===== src/inc/cavr_defs.svh =====
// Register offsets, reset values and field positions for the counter array value registers
// Behaviour
// - High byte reads snapshot taken on low read
// - Watchdog enabled blocks counter high writes
// - Low address selects value or reload low
// - High address selects value or reload high
// - Value low write clears comparator enable
// - Value high write sets comparator enable
// - Byte registers readable, writable, reset zero
// - Watchdog enabled blocks counter low writes
// - Comparator enable gates compare function
`ifndef CAVR_DEFS_SVH
`define CAVR_DEFS_SVH
`define CAVR_ADDR_CNT_LOW 8'hf9
`define CAVR_ADDR_CNT_HIGH 8'hfa
`define CAVR_ADDR_M0_LOW 8'hfb
`define CAVR_ADDR_M0_HIGH 8'hfc
`define CAVR_ADDR_M1_LOW 8'he9
`define CAVR_ADDR_M1_HIGH 8'hea
`define CAVR_ADDR_M2_LOW 8'heb
`define CAVR_ADDR_M2_HIGH 8'hec
`define CAVR_ADDR_CTRL 8'he0
`define CAVR_BYTE_RESET 8'h00
`define CAVR_CTRL_RESET 8'h00
`define CAVR_CTRL_RSEL_BIT 0
`define CAVR_CTRL_WDOG_BIT 1
`define CAVR_CTRL_RUN_BIT 2
`define CAVR_CTRL_ECOM0_BIT 4
`define CAVR_CTRL_ECOM_W 3
`define CAVR_NUM_MOD 3
`endif


===== src/inc/cavr_pkg.sv =====
// Types shared by the counter array value register files
package cavr_pkg;
    // One register bus request
    typedef struct packed {
        logic [7:0] addr;
        logic [7:0] wdata;
        logic wr;
        logic rd;
    } cavr_req_t;
    // Decoded register target
    typedef enum logic [2:0] {
        CAVR_T_NONE = 3'b000,
        CAVR_T_CNT_LOW = 3'b001,
        CAVR_T_CNT_HIGH = 3'b010,
        CAVR_T_MOD_LOW = 3'b011,
        CAVR_T_MOD_HIGH = 3'b100,
        CAVR_T_CTRL = 3'b101
    } cavr_target_t;
endpackage


===== src/rtl/cavr_counter.sv =====
// Sixteen-bit counter with byte writes and a high-byte read snapshot
`include "cavr_defs.svh"
module cavr_counter
    import cavr_pkg::*;
(
    input wire logic clock,
    input wire logic reset,
    input wire logic run,
    input wire logic wdog_en,
    input wire logic wr_low,
    input wire logic wr_high,
    input wire logic rd_low,
    input wire logic [7:0] wdata,
    output logic [15:0] count,
    output logic [7:0] snap_high
);
    logic [15:0] count_q; // Running count
    logic [7:0] snap_q; // Captured high byte
    // Count, with software byte writes locked while the watchdog owns the counter
    always_ff @(posedge clock or posedge reset) begin
        if (reset) begin
            count_q <= {`CAVR_BYTE_RESET, `CAVR_BYTE_RESET};
        end else if (wr_low && !wdog_en) begin
            count_q <= {count_q[15:8], wdata};
        end else if (wr_high && !wdog_en) begin
            count_q <= {wdata, count_q[7:0]};
        end else if (run) begin
            count_q <= count_q + 16'h0001;
        end
    end
    // Snapshot keeps a 16-bit read coherent across two byte reads
    always_ff @(posedge clock or posedge reset) begin
        if (reset) begin
            snap_q <= `CAVR_BYTE_RESET;
        end else if (rd_low) begin
            snap_q <= count_q[15:8];
        end
    end
    assign count = count_q;
    assign snap_high = snap_q;
endmodule // cavr_counter


===== src/rtl/cavr_module.sv =====
// One capture/compare module: value, auto-reload value and comparator enable
`include "cavr_defs.svh"
module cavr_module
    import cavr_pkg::*;
(
    input wire logic clock,
    input wire logic reset,
    input wire logic reload_sel,
    input wire logic wr_low,
    input wire logic wr_high,
    input wire logic [7:0] wdata,
    input wire logic [15:0] count,
    output logic [7:0] rd_low,
    output logic [7:0] rd_high,
    output logic [15:0] value,
    output logic ecom,
    output logic match
);
    logic [15:0] value_q; // Capture/compare value
    logic [15:0] reload_q; // PWM auto-reload value
    logic ecom_q; // Comparator enable
    // Byte writes land in the value or the reload copy
    always_ff @(posedge clock or posedge reset) begin
        if (reset) begin
            value_q <= {`CAVR_BYTE_RESET, `CAVR_BYTE_RESET};
            reload_q <= {`CAVR_BYTE_RESET, `CAVR_BYTE_RESET};
        end else if (wr_low) begin
            if (reload_sel) begin
                reload_q[7:0] <= wdata;
            end else begin
                value_q[7:0] <= wdata;
            end
        end else if (wr_high) begin
            if (reload_sel) begin
                reload_q[15:8] <= wdata;
            end else begin
                value_q[15:8] <= wdata;
            end
        end
    end
    // Any write to either byte address moves the enable, whichever copy is selected
    always_ff @(posedge clock or posedge reset) begin
        if (reset) begin
            ecom_q <= 1'b0;
        end else if (wr_low) begin
            ecom_q <= 1'b0;
        end else if (wr_high) begin
            ecom_q <= 1'b1;
        end
    end
    assign rd_low = reload_sel ? reload_q[7:0] : value_q[7:0];
    assign rd_high = reload_sel ? reload_q[15:8] : value_q[15:8];
    assign value = value_q;
    assign ecom = ecom_q;
    assign match = ecom_q && (count == value_q);
endmodule // cavr_module


===== src/rtl/cavr_regs.sv =====
// Register access logic for the counter array value registers
//
// The address-and-strobe port was decided locally.
`include "cavr_defs.svh"
module cavr_regs
    import cavr_pkg::*;
#(
    parameter int NUM_MOD = `CAVR_NUM_MOD
)
(
    input wire logic clock,
    input wire logic reset,
    input wire logic [7:0] addr,
    input wire logic [7:0] wdata,
    input wire logic wr_en,
    input wire logic rd_en,
    output logic [7:0] rdata,
    output logic [NUM_MOD-1:0] comparator_enable,
    output logic [NUM_MOD-1:0] match,
    output logic [15:0] counter_value
);
    cavr_req_t req; // Bundled bus request
    logic [7:0] ctrl_q; // Control: reload select, watchdog enable, run
    logic [7:0] rdata_q; // Read data register
    logic [NUM_MOD-1:0] match_q; // Registered match outputs
    logic [NUM_MOD-1:0] ecom_q; // Registered enables
    logic [15:0] cnt_out_q; // Registered counter
    logic [15:0] count; // Live counter
    logic [7:0] snap_high; // Snapshot byte
    logic [NUM_MOD-1:0] m_wr_low; // Per-module low write strobes
    logic [NUM_MOD-1:0] m_wr_high; // Per-module high write strobes
    logic [NUM_MOD-1:0] m_ecom; // Module enables
    logic [NUM_MOD-1:0] m_match; // Module matches
    logic [7:0] m_rd_low [NUM_MOD]; // Module low read bytes
    logic [7:0] m_rd_high [NUM_MOD]; // Module high read bytes
    cavr_target_t tgt; // Decoded target
    logic [1:0] tgt_mod; // Module index of decoded target

    assign req = '{addr: addr, wdata: wdata, wr: wr_en, rd: rd_en};

    // Map an address to a target kind; used for both reads and writes
    function automatic cavr_target_t cavr_decode(input logic [7:0] a);
        case (a)
            `CAVR_ADDR_CNT_LOW: cavr_decode = CAVR_T_CNT_LOW;
            `CAVR_ADDR_CNT_HIGH: cavr_decode = CAVR_T_CNT_HIGH;
            `CAVR_ADDR_M0_LOW, `CAVR_ADDR_M1_LOW, `CAVR_ADDR_M2_LOW: cavr_decode = CAVR_T_MOD_LOW;
            `CAVR_ADDR_M0_HIGH, `CAVR_ADDR_M1_HIGH, `CAVR_ADDR_M2_HIGH: cavr_decode = CAVR_T_MOD_HIGH;
            `CAVR_ADDR_CTRL: cavr_decode = CAVR_T_CTRL;
            default: cavr_decode = CAVR_T_NONE;
        endcase
    endfunction

    // Module index of a capture/compare address
    function automatic logic [1:0] cavr_mod_index(input logic [7:0] a);
        case (a)
            `CAVR_ADDR_M1_LOW, `CAVR_ADDR_M1_HIGH: cavr_mod_index = 2'h1;
            `CAVR_ADDR_M2_LOW, `CAVR_ADDR_M2_HIGH: cavr_mod_index = 2'h2;
            default: cavr_mod_index = 2'h0;
        endcase
    endfunction

    assign tgt = cavr_decode(req.addr);
    assign tgt_mod = cavr_mod_index(req.addr);

    // Control register; its bits stand in for the mode bits held elsewhere in the array
    always_ff @(posedge clock or posedge reset) begin
        if (reset) begin
            ctrl_q <= `CAVR_CTRL_RESET;
        end else if (req.wr && tgt == CAVR_T_CTRL) begin
            ctrl_q <= req.wdata;
        end
    end

    // Counter and snapshot
    cavr_counter u_counter (
        .clock(clock),
        .reset(reset),
        .run(ctrl_q[`CAVR_CTRL_RUN_BIT]),
        .wdog_en(ctrl_q[`CAVR_CTRL_WDOG_BIT]),
        .wr_low(req.wr && tgt == CAVR_T_CNT_LOW),
        .wr_high(req.wr && tgt == CAVR_T_CNT_HIGH),
        .rd_low(req.rd && tgt == CAVR_T_CNT_LOW),
        .wdata(req.wdata),
        .count(count),
        .snap_high(snap_high)
    );

    // Capture/compare modules, one per index
    for (genvar i = 0; i < NUM_MOD; i++) begin : g_mod
        assign m_wr_low[i] = req.wr && tgt == CAVR_T_MOD_LOW && tgt_mod == 2'(i);
        assign m_wr_high[i] = req.wr && tgt == CAVR_T_MOD_HIGH && tgt_mod == 2'(i);
        cavr_module u_mod (
            .clock(clock),
            .reset(reset),
            .reload_sel(ctrl_q[`CAVR_CTRL_RSEL_BIT]),
            .wr_low(m_wr_low[i]),
            .wr_high(m_wr_high[i]),
            .wdata(req.wdata),
            .count(count),
            .rd_low(m_rd_low[i]),
            .rd_high(m_rd_high[i]),
            .value(),
            .ecom(m_ecom[i]),
            .match(m_match[i])
        );
    end

    // Read data valid the cycle after the strobe only; zero otherwise
    always_ff @(posedge clock or posedge reset) begin
        if (reset) begin
            rdata_q <= `CAVR_BYTE_RESET;
        end else if (req.rd) begin
            case (tgt)
                CAVR_T_CNT_LOW: rdata_q <= count[7:0];
                CAVR_T_CNT_HIGH: rdata_q <= snap_high;
                CAVR_T_MOD_LOW: rdata_q <= m_rd_low[tgt_mod];
                CAVR_T_MOD_HIGH: rdata_q <= m_rd_high[tgt_mod];
                // Enables shown read-only in the upper bits
                CAVR_T_CTRL: rdata_q <= {1'b0, m_ecom, ctrl_q[3:0]};
                // Unmapped addresses read zero
                default: rdata_q <= `CAVR_BYTE_RESET;
            endcase
        end else begin
            rdata_q <= `CAVR_BYTE_RESET;
        end
    end

    // Registered outputs so nothing combinational leaves the block
    always_ff @(posedge clock or posedge reset) begin
        if (reset) begin
            match_q <= '0;
            ecom_q <= '0;
            cnt_out_q <= {`CAVR_BYTE_RESET, `CAVR_BYTE_RESET};
        end else begin
            match_q <= m_match;
            ecom_q <= m_ecom;
            cnt_out_q <= count;
        end
    end

    assign rdata = rdata_q;
    assign comparator_enable = ecom_q;
    assign match = match_q;
    assign counter_value = cnt_out_q;
endmodule // cavr_regs


===== config.mk =====
export PLATFORM = sky130hd
export DESIGN_NAME = cavr_regs
export DESIGN_NICKNAME = d
export VERILOG_FILES = /design/src/inc/cavr_pkg.sv /design/src/rtl/cavr_counter.sv /design/src/rtl/cavr_module.sv /design/src/rtl/cavr_regs.sv
export VERILOG_INCLUDE_DIRS = /design/src /design/src/inc
export SDC_FILE = /design/constraint.sdc
export NUM_CORES = 1
export LEC_CHECK = 0
export BUFFER_PORTS_ARGS = -buffer_cell sky130_fd_sc_hd__buf_2
export CAP_MARGIN = 10
export CORE_UTILIZATION = 60
export CTS_CLUSTER_SIZE = 16
export DETAILED_ROUTE_END_ITERATION = 16
export HOLD_SLACK_MARGIN = 0.03
export PLACE_DENSITY = 0.79
export SLEW_MARGIN = 20
export SYNTH_ARGS = -nofsm -noshare
export SYNTH_HDL_FRONTEND = slang
export SYNTH_SLANG_ARGS = --single-unit

===== constraint.sdc =====
create_clock -name clock -period 7.95 [get_ports clock]
set_input_delay 0.3975 -clock clock [delete_from_list [all_inputs] [get_ports clock]]
set_output_delay 0.3975 -clock clock [all_outputs]
set_load 0.1 [all_outputs]

==> results of run 1 <==
-- state kept, by name, indices dropped and copies added (netlist names) --
register,count
comparator_enable,3
counter_value,16
ctrl_q,4
g_mod.u_mod.ecom,3
g_mod.u_mod.reload_q,48
g_mod.u_mod.value,48
match,3
rdata,8
u_counter.count,16
u_counter.snap_high,8
-- worst min path at each step --
| stage | cells past startpoint | slack (ns) | startpoint | end |
|---|---|---|---|---|
| after global placement | 0 | 0.46 | g_mod[2].u_mod.ecom$_DFFE_PP0P_ | comparator_enable[2]$_DFF_PP0_ |
| after global routing | 2 | 0.18 | reset | counter_value[2]$_DFF_PP0_ |
| final | 2 | 0.11 | reset | counter_value[2]$_DFF_PP0_ |
| after floorplan | 0 | 0.35 | u_counter.count[2]$_DFFE_PP0P_ | counter_value[2]$_DFF_PP0_ |
| after detailed placement | 0 | 0.46 | g_mod[2].u_mod.ecom$_DFFE_PP0P_ | comparator_enable[2]$_DFF_PP0_ |
| after CTS | 2 | 0.14 | reset | counter_value[6]$_DFF_PP0_ |
-- layout by cell type (no fill, tap or decap), drive strengths merged, types with 7 or more instances in the layout --
cell,netlist,routed
xnor2,39,39
nor4,9,9
inv,8,10
nand2,29,29
a21oi,15,15
nor2,23,23
nand4,20,20
nand3,19,19
dfrtp,157,157
a31oi,7,7
mux2,110,110
buf,25,51
xor2,17,17
o21ai,22,22
mux2i,42,42
nor3,10,10
a22oi,9,9
clkbuf,23,19
and3,9,9
-- cells in the mapped netlist (16+ instances only) --
cell        n  area, um^2
clkbuf_1   23        86.3
dfrtp_1   157        3930
mux2_2    110        1240
mux2i_1    42         420
nand2_1    26        97.6
nand3_1    16        80.1
nand4_1    20         125
nor2_1     19        71.3
o21ai_0    20         100
xnor2_1    39         342
xor2_1     17         149
-- where the power goes --
part / internal [mW] / switching, mW / total (mW) / leakage (nW)
Combinational: 0.0714 / 0.173 / 0.244 / 1.59
Sequential: 0.827 / 0.0612 / 0.889 / 2.16
Clock: 0.439 / 0.333 / 0.772 / 0.262
Total: 1.34 / 0.566 / 1.90 / 4.01
-- layout make-up --
type,instances,area (um^2),share of cell area (%)
Sequential cell,157,3930,44.5
Clock buffer,19,443,5.01
Timing Repair Buffer,51,260,2.95
Inverter,8,35.0,0.396
Multi-Input combinational cell,456,3830,43.4
Tap cell,172,215,2.44
Clock inverter,13,118,1.33
-- cell families (layout without fill, tap and decap cells) --
logic type                 Yosys count  after routing  share of synthesized area [%]
AOI/OAI and AO/OA                  100            100                           9.25
xor gates and xnor gates            56             56                           6.12
adders and majority gates            1              1                          0.156
buffers and inverters               56             91                           3.19
DFF                                157            157                           49.0
muxes                              153            153                           21.0
and+or+nand+nor                    146            146                           11.2
-- metrics by stage --
step / std cells / power, mW / instance area, um^2 / setup WS, ns
final: 876 / 1.90 / 8840 / 5.46
after floorplan: 669 / 1.06 / 8010 / 3.32
after global routing: 876 / 1.96 / 8840 / 5.38
after CTS: 876 / 1.90 / 8830 / 5.52
after detailed placement: 844 / 1.14 / 8270 / 5.07
after global placement: 844 / 1.13 / 8270 / 5.20
-- critical path, delay by kind of cell --
| family | cells | cell delay, ns |
|---|---|---|
| mux | 1 | 0.32 |
| buf+inv | 1 | 0.11 |
| simple gates | 4 | 1.95 |
-- per-layer routing --
layer | vias up | routed length [um]
met5 | - | 0
met4 | 0 | 720
met3 | 54 | 2330
met2 | 324 | 9940
met1 | 2865 | 9120
li1 | 2490 | -
==> results_dict.tcl, run 1 <==
set metrics [dict create \
    status "finished clean" \
    use_met1_pct 46.4 \
    slowest_delay_ns 0.66 \
    drive_gt1_share_pct 31.3 \
    firstDrtPassIters 5 \
    numPortBuffers 49 \
    synth-seq-cells 157 \
    drt-vias-per-instance 6.54 \
    yosysWarnings 0 \
    grt_pass1_vias 5700 \
    regToRegStartpoint "ctrl_q[0]$_DFFE_PP0P_" \
    insertion_delay_ns 0.43 \
    synth_edf_count 0 \
    h-tree-depth 4 \
    met2_usage_pct 49.9 \
    rows 41 \
    start_util_pct 62.5 \
    dieWidth_um 118 \
    grt_max_degree 85 \
    fin_crit_sh_pct 31.3 \
    cp-start-kind "input pin" \
    hold_slack_ns 0.114 \
    ios 50 \
    place_hpwl_um 14900 \
    postSynthNetCount 690 \
    post_cts_buffers 0 \
    num_antenna_cells 0 \
    period_needed_ns 2.49 \
    reg2reg_to "rdata[3]$_DFF_PP0_" \
    crit_arrival_ns 2.79 \
    top_usage_layer "met2" \
    slew-limit-headroom_pct 33.9 \
    setup_viol 0 \
    drt_iter0_markers 691 \
    cts_buffers 17 \
    cp_slowest_cell "and3_1" \
    ant_nets 0 \
    synth_seq_area_share_pct 49.0 \
    fillers 951 \
    fp.dieH_um 118 \
    p_leak_nw 4.01 \
    grt.overflow.total 0 \
    drc_errors 0 \
    grt_pass1_wl_um 33900 \
    p_per_area_nw_per_um2 216 \
    max_freq_mhz 402 \
    rsz0062_at_grt "false" \
    slew_viol_final 0 \
    cp_cell_sequence "buf_2 > and3_1 > nand4_1 > nor2b_2 > and2_1 > mux2_2" \
    worst_clock_skew_ns 0.00714 \
    core-area_um2 12800 \
    cp_max_fo 19 \
    clock_path_buffers 2 \
    clk_pin_slew_ns 0.06 \
    tns_ns 0 \
    dr_total_vias 5733 \
    crit_path_end "g_mod[0].u_mod.value[15]$_DFFE_PP0P_" \
    required_ns 8.26 \
    cts_root_buf "clkbuf_16" \
    peakVddDrop_v 0.000120 \
    num-nets-final 712 \
    cp-end-kind "flop" \
    min-delay-path-class "input pin to async pin" \
    async_flop_share_pct 100 \
    antenna_found_initial 0 \
    hold_viol 0 \
    area_delta_synth_final_pct 10.3 \
    startpoint "addr[6]" \
    syn_area_um2 8010 \
    tightest_slew_ns 0.991 \
    hold_buffers 0 \
    syn_inst 669 \
    worst-r2r-setup-slack_ns 5.56 \
    grtUsageTotal_pct 33.5 \
    ff2ff_path_depth 4 \
    ys_types 68 \
    cts_tree "done" \
    ys.flop_type "dfrtp_1" \
    avgRoutedWirePerCell_um 25.2 \
    use_met3_pct 8.62 \
    syn_area_per_cell_um2 12.0 \
    wl_um 22100 \
    fin_util_pct 68.9 \
    ctsResizeCount 0 \
    clock-sinks 157 \
    maxCapViolations 0 \
    dieArea_um2 13800 \
    globalplace.congestion 0.910 \
    crit_type "input pin to flop" \
]
Power figures use the tool's default switching activity.
==> run 2: changes to the inputs <==
--- a/config.mk
+++ b/config.mk
@@ -6,6 +6,7 @@
 export SDC_FILE = /design/constraint.sdc
 export NUM_CORES = 1
 export LEC_CHECK = 0
+export ABC_AREA = 1
 export BUFFER_PORTS_ARGS = -buffer_cell sky130_fd_sc_hd__buf_2
 export CAP_MARGIN = 10
 export CORE_UTILIZATION = 60
==> constraint.sdc (replaced) <==
create_clock -name clock -period 2.5 [get_ports clock]
set_input_delay 0.125 -clock clock [delete_from_list [all_inputs] [get_ports clock]]
set_output_delay 0.125 -clock clock [all_outputs]
set_load 0.1 [all_outputs]
==> results_dict.tcl, run 2 <==
set metrics [dict create \
    status "finished clean" \
    setup_viol 0 \
    required_ns 2.87 \
    dieWidth_um 119 \
    ys.flop_type "dfrtp_1" \
    firstDrtPassIters 6 \
    cts_root_buf "clkbuf_16" \
    synthTopCellsByCount "nand2_1 (305), dfrtp_1 (157), o21ai_0 (135)" \
    async_flop_share_pct 100 \
    syn_area_um2 8150 \
    ff2ff_path_depth 7 \
    fillers 1079 \
    synth_top_cell_by_area "dfrtp_1" \
    cp-start-kind "flop" \
    clock-sinks 157 \
    synth_seq_area_share_pct 48.2 \
    rows 42 \
    synth_most_common_cell "nand2_1" \
    hold_viol 0 \
    final_area_um2 9230 \
    syn_inst 1024 \
    pre_cts_ws_ns 0.464 \
    start_util_pct 61.5 \
    crit_arrival_ns 2.37 \
    fin_crit_sh_pct 79.9 \
    power_mw 7.90 \
    num_antenna_cells 0 \
    fin_ws_ns 0.502 \
    ant_nets 0 \
    tns_ns 0 \
    globalplace.congestion 1.04 \
    area_delta_synth_final_pct 13.3 \
    drt_iter0_markers 902 \
    synth_top_area_share_pct 48.2 \
    final_cell_mix "nand2_1 (305), dfrtp_1 (156), o21ai_0 (135)" \
    min_path_cells 5 \
    fp.dieH_um 119 \
    layout_commonest_cell "nand2_1" \
    clock_path_buffers 2 \
    period_needed_ns 2.00 \
    clk_pin_slew_ns 0.06 \
    drc_errors 0 \
    rsz0062_at_grt "false" \
    min-delay-path-class "input pin to flop" \
    tightest_slew_ns 0.783 \
    synth_area_leaders "dfrtp_1 (48%), nand2_1 (14%), o21ai_0 (8.3%), inv_1 (4.1%), nand3_1 (3.5%)" \
    core-area_um2 13200 \
    slowest_delay_ns 0.62 \
    slew_viol_final 0 \
    p_per_area_nw_per_um2 856 \
    regToRegStartpoint "u_counter.count[1]$_DFFE_PP0P_" \
    syn_area_per_cell_um2 7.96 \
    cp_cell_sequence "inv_1 > nor3_1 > nand4_1 > or2_2 > nand3_1 > nand3_1 > nand2_1" \
    slew-limit-headroom_pct 47.7 \
    startpoint "u_counter.count[1]$_DFFE_PP0P_" \
    synth_edf_count 0 \
    numPortBuffers 49 \
    num-nets-final 1097 \
    postSynthNetCount 1045 \
    cts_buffers 17 \
    grt_pass1_vias 7299 \
    dieArea_um2 14100 \
    dr_total_vias 7742 \
    h-tree-depth 4 \
    yosysWarnings 0 \
    ctsResizeCount 0 \
    grtUsageTotal_pct 41.1 \
    grt_max_degree 81 \
    ys_types 39 \
    worst-r2r-setup-slack_ns 0.50 \
    worst_clock_skew_ns 0.0117 \
    ios 50 \
    p_leak_nw 4.55 \
    reg2reg_to "u_counter.count[9]$_DFFE_PP0P_" \
    insertion_delay_ns 0.44 \
    avgRoutedWirePerCell_um 21.4 \
    max_freq_mhz 501 \
    path_common_cell "nand3_1" \
    cp_max_fo 6 \
    drt-vias-per-instance 6.13 \
    cts_tree "done" \
    maxCapViolations 0 \
    place_hpwl_um 18900 \
    synth-seq-cells 157 \
    peakVddDrop_v 0.00103 \
    crit_type "flop to flop" \
    crit_path_end "u_counter.count[9]$_DFFE_PP0P_" \
    antenna_found_initial 1 \
    wl_um 27100 \
    grt_pass1_wl_um 42400 \
    hold_slack_ns 0.163 \
    placed_cell_area_um2 8510 \
    drive_gt1_share_pct 14.8 \
    grt.overflow.total 0 \
    cp-end-kind "flop" \
    cp_slowest_cell "dfrtp_1" \
]
-- run 2: through the flow --
| stage | std cells | util, % |
|---|---|---|
| 6_report | 1263 | 69.7 |
| 2_1_floorplan | 1024 | - |
| 3_5_place_dp | 1223 | 64.3 |
| 3_3_place_gp | 1223 | 64.3 |
| 4_1_cts | 1263 | 69.7 |
| 5_1_grt | 1263 | 69.7 |
-- run 2: kinds of logic (layout without fill, tap and decap cells) --
logic type,count (synthesis),after routing,share of synthesized area [%]
AOI/OAI and AO/OA,217,217,14.7
DFF,157,157,48.2
buffers and inverters,147,210,8.23
and+or+nand+nor,479,479,26.1
adders and majority gates,1,1,0.154
xor gates and xnor gates,17,17,1.83
muxes,6,6,0.737
-- run 2: where the power goes --
group          switching (mW)  internal (mW)
combinational            1.61          0.488
sequential              0.315           2.77
clock                    1.05           1.67
-- run 2: worst min-delay path by stage --
stage                                                   end  slack (ns)  startpoint
detailed placement          u_counter.count[11]$_DFFE_PP0P_        0.31       reset
floorplan           g_mod[1].u_mod.reload_q[10]$_DFFE_PP0P_        0.25    wdata[2]
global placement                counter_value[14]$_DFF_PP0_        0.30       reset
global route                g_mod[1].u_mod.ecom$_DFFE_PP0P_        0.22       wr_en
finish                       u_counter.count[5]$_DFFE_PP0P_        0.16     addr[4]
CTS                          u_counter.count[5]$_DFFE_PP0P_        0.16     addr[4]
-- run 2: what timing repair did --
| action | CTS | global route |
|---|---|---|
| endpoints found under the hold margin | 179 | 0 |
| hold buffers | 10 | 0 |
| buffers inserted | 0 | 0 |
-- run 2: critical path, delay by kind of cell (launching register included) --
kind,cells,cell delay [ns]
DFF,1,0.62
and+or+nand+nor,6,1.20
buffers and inverters,1,0.11
-- run 2: layout make-up --
| type | count | area (um^2) | share of cell area (%) |
|---|---|---|---|
| inverters | 99 | 378 | 4.09 |
| flip-flops and latches | 157 | 3930 | 42.6 |
| clock inverters | 8 | 131 | 1.42 |
| well taps | 176 | 220 | 2.39 |
| repair buffers | 81 | 536 | 5.80 |
| multi-input cells | 720 | 3550 | 38.5 |
| clock buffers | 22 | 484 | 5.25 |
-- run 2: routing by layer --
metal | share of wire (%) | wire length (um) | global-route usage [%]
met5 | 0.048 | 13 | 0
met4 | 6.6 | 1780 | 22.7
met3 | 11 | 3000 | 10.9
met2 | 42 | 11300 | 59.1
met1 | 40 | 10900 | 56.7
==> run 3: changes to the inputs <==
==> constraint.sdc (replaced) <==
create_clock -name clock -period 2.1 [get_ports clock]
set_input_delay 0.105 -clock clock [delete_from_list [all_inputs] [get_ports clock]]
set_output_delay 0.105 -clock clock [all_outputs]
set_load 0.1 [all_outputs]
==> results_dict.tcl, run 3 (synthesis gave the netlist of run 2 again) <==
set metrics [dict create \
    required_ns 2.42 \
    globalplace.congestion 1.06 \
    maxCapViolations 0 \
    hold_buffers 10 \
    cp_cell_sequence "buf_4 > inv_1 > o22ai_1 > nor4_1 > nand4_1 > nor2_1" \
    path_delay_family "simple AND/OR/NAND/NOR gates" \
    regToRegStartpoint "u_counter.count[5]$_DFFE_PP0P_" \
    avgRoutedWirePerCell_um 21.2 \
    h-tree-depth 4 \
    clock-sinks 157 \
    insertion_delay_ns 0.43 \
    period_needed_ns 1.94 \
    drt_iter0_markers 1069 \
    hold_viol 0 \
    rsz0062_at_grt "false" \
    num-nets-final 1111 \
    cts_buffers 17 \
    grt_pass1_vias 7238 \
    start_util_pct 61.5 \
    worst-r2r-setup-slack_ns 0.16 \
    drc_errors 0 \
    tns_ns 0 \
    place_hpwl_um 19300 \
    hp-start "addr[4]" \
    fin_crit_sh_pct 92.6 \
    dieArea_um2 14100 \
    grt_max_degree 80 \
    slew-limit-headroom_pct 52.5 \
    p_leak_nw 4.65 \
    final_cell_mix "nand2_1 (305), dfrtp_1 (156), o21ai_0 (135)" \
    ctsResizeCount 0 \
    peakVddDrop_v 0.000600 \
    wl_um 27100 \
    max_freq_mhz 514 \
    min_path_cells 5 \
    ios 50 \
    antenna_found_initial 1 \
    crit_arrival_ns 2.26 \
    firstDrtPassIters 6 \
    cts_root_buf "clkbuf_16" \
    cp-end-kind "flop" \
    worst_clock_skew_ns 0.00725 \
    post_cts_buffers 0 \
    slowest_delay_ns 0.54 \
    num_antenna_cells 0 \
    drt-vias-per-instance 6.05 \
    area_delta_synth_final_pct 15.4 \
    grt_pass1_wl_um 42000 \
    grtUsageTotal_pct 40.8 \
    crit_type "flop to flop" \
    clock_path_buffers 2 \
    cts_tree "done" \
    cp_slowest_cell "nor4_1" \
    ant_nets 0 \
    clk_pin_slew_ns 0.06 \
    power_mw 9.68 \
    setup_viol 0 \
    reg2reg_to "match[2]$_DFF_PP0_" \
    status "finished clean" \
    drive_gt1_share_pct 15.8 \
    cp_max_fo 7 \
    grt.overflow.total 0 \
    numPortBuffers 49 \
    dieWidth_um 119 \
    core-area_um2 13200 \
    dr_total_vias 7728 \
    p_per_area_nw_per_um2 1030 \
    rows 42 \
    slew_viol_final 0 \
    critPathBufInv 2 \
    cp-start-kind "flop" \
    min-delay-path-class "input pin to flop" \
    holdPathEnd "u_counter.count[5]$_DFFE_PP0P_" \
    tightest_slew_ns 0.712 \
    ff2ff_path_depth 6 \
    fp.dieH_um 119 \
    layout_commonest_cell "nand2_1" \
]
-- run 3: cell count changes in the layout (fill, tap and decap cells not counted), sizes merged --
cell | previous run | this run
buf | 71 | 85
clkinv | 3 | 2
inv | 98 | 97
bufinv | 3 | 6
clkbuf | 22 | 21
clkinvlp | 3 | 4
-- run 3: metrics by stage --
stage	cell area, um^2	utilization, %	hold slack (ns)	setup WS, ns	instances
2_1_floorplan	8150	-	0.226	0.00812	1024
3_3_place_gp	8640	65.3	0.278	0.251	1237
3_5_place_dp	8640	65.3	0.294	0.212	1237
4_1_cts	9410	71.0	0.155	0.268	1278
5_1_grt	9410	71.0	0.190	0.0323	1278
6_report	9410	71.0	0.163	0.156	1278
-- run 3: per-layer routing --
metal	routed length (um)	part of all wire, %	global-route usage, %
met1	10900	40	55.4
met3	2920	11	10.5
met4	1650	6.1	23.3
met5	16	0.059	0
met2	11600	43	59.4
-- run 3: worst max-delay path by stage --
stage                                   start                                    to  slack (ns)  cells past startpoint
6_report       u_counter.count[5]$_DFFE_PP0P_                    match[2]$_DFF_PP0_        0.16                      6
5_1_grt        u_counter.count[5]$_DFFE_PP0P_                    match[2]$_DFF_PP0_        0.03                      6
4_1_cts        u_counter.count[5]$_DFFE_PP0P_                    match[2]$_DFF_PP0_        0.27                      6
3_5_place_dp                          addr[1]  g_mod[0].u_mod.value[12]$_DFFE_PP0P_        0.21                     12
3_3_place_gp                          addr[2]  g_mod[0].u_mod.value[10]$_DFFE_PP0P_        0.25                     12
2_1_floorplan                           reset        comparator_enable[0]$_DFF_PP0_       0.008                      1
-- run 3: worst register-to-register path, delay by kind of cell, from the launching register on --
kind,cells,cell delay [ns]
and+or+nand+nor,3,0.94
buffers and inverters,2,0.31
AOI/OAI and AO/OA,1,0.08
DFF,1,0.51
-- run 3: area by class of cell --
cell class	instances	area (um^2)
clock buffer	21	450
tap	176	220
multi-input combinational	720	3550
sequential	157	3930
clock inverter	10	211
fill	1088	3840
inverter	99	378
timing repair buffer	95	666
-- run 3: where the power goes --
part           switching, mW  total (mW)  internal, mW
Clock                   1.23        3.49          2.26
Combinational           1.95        2.58         0.629
Sequential             0.318        3.61          3.29
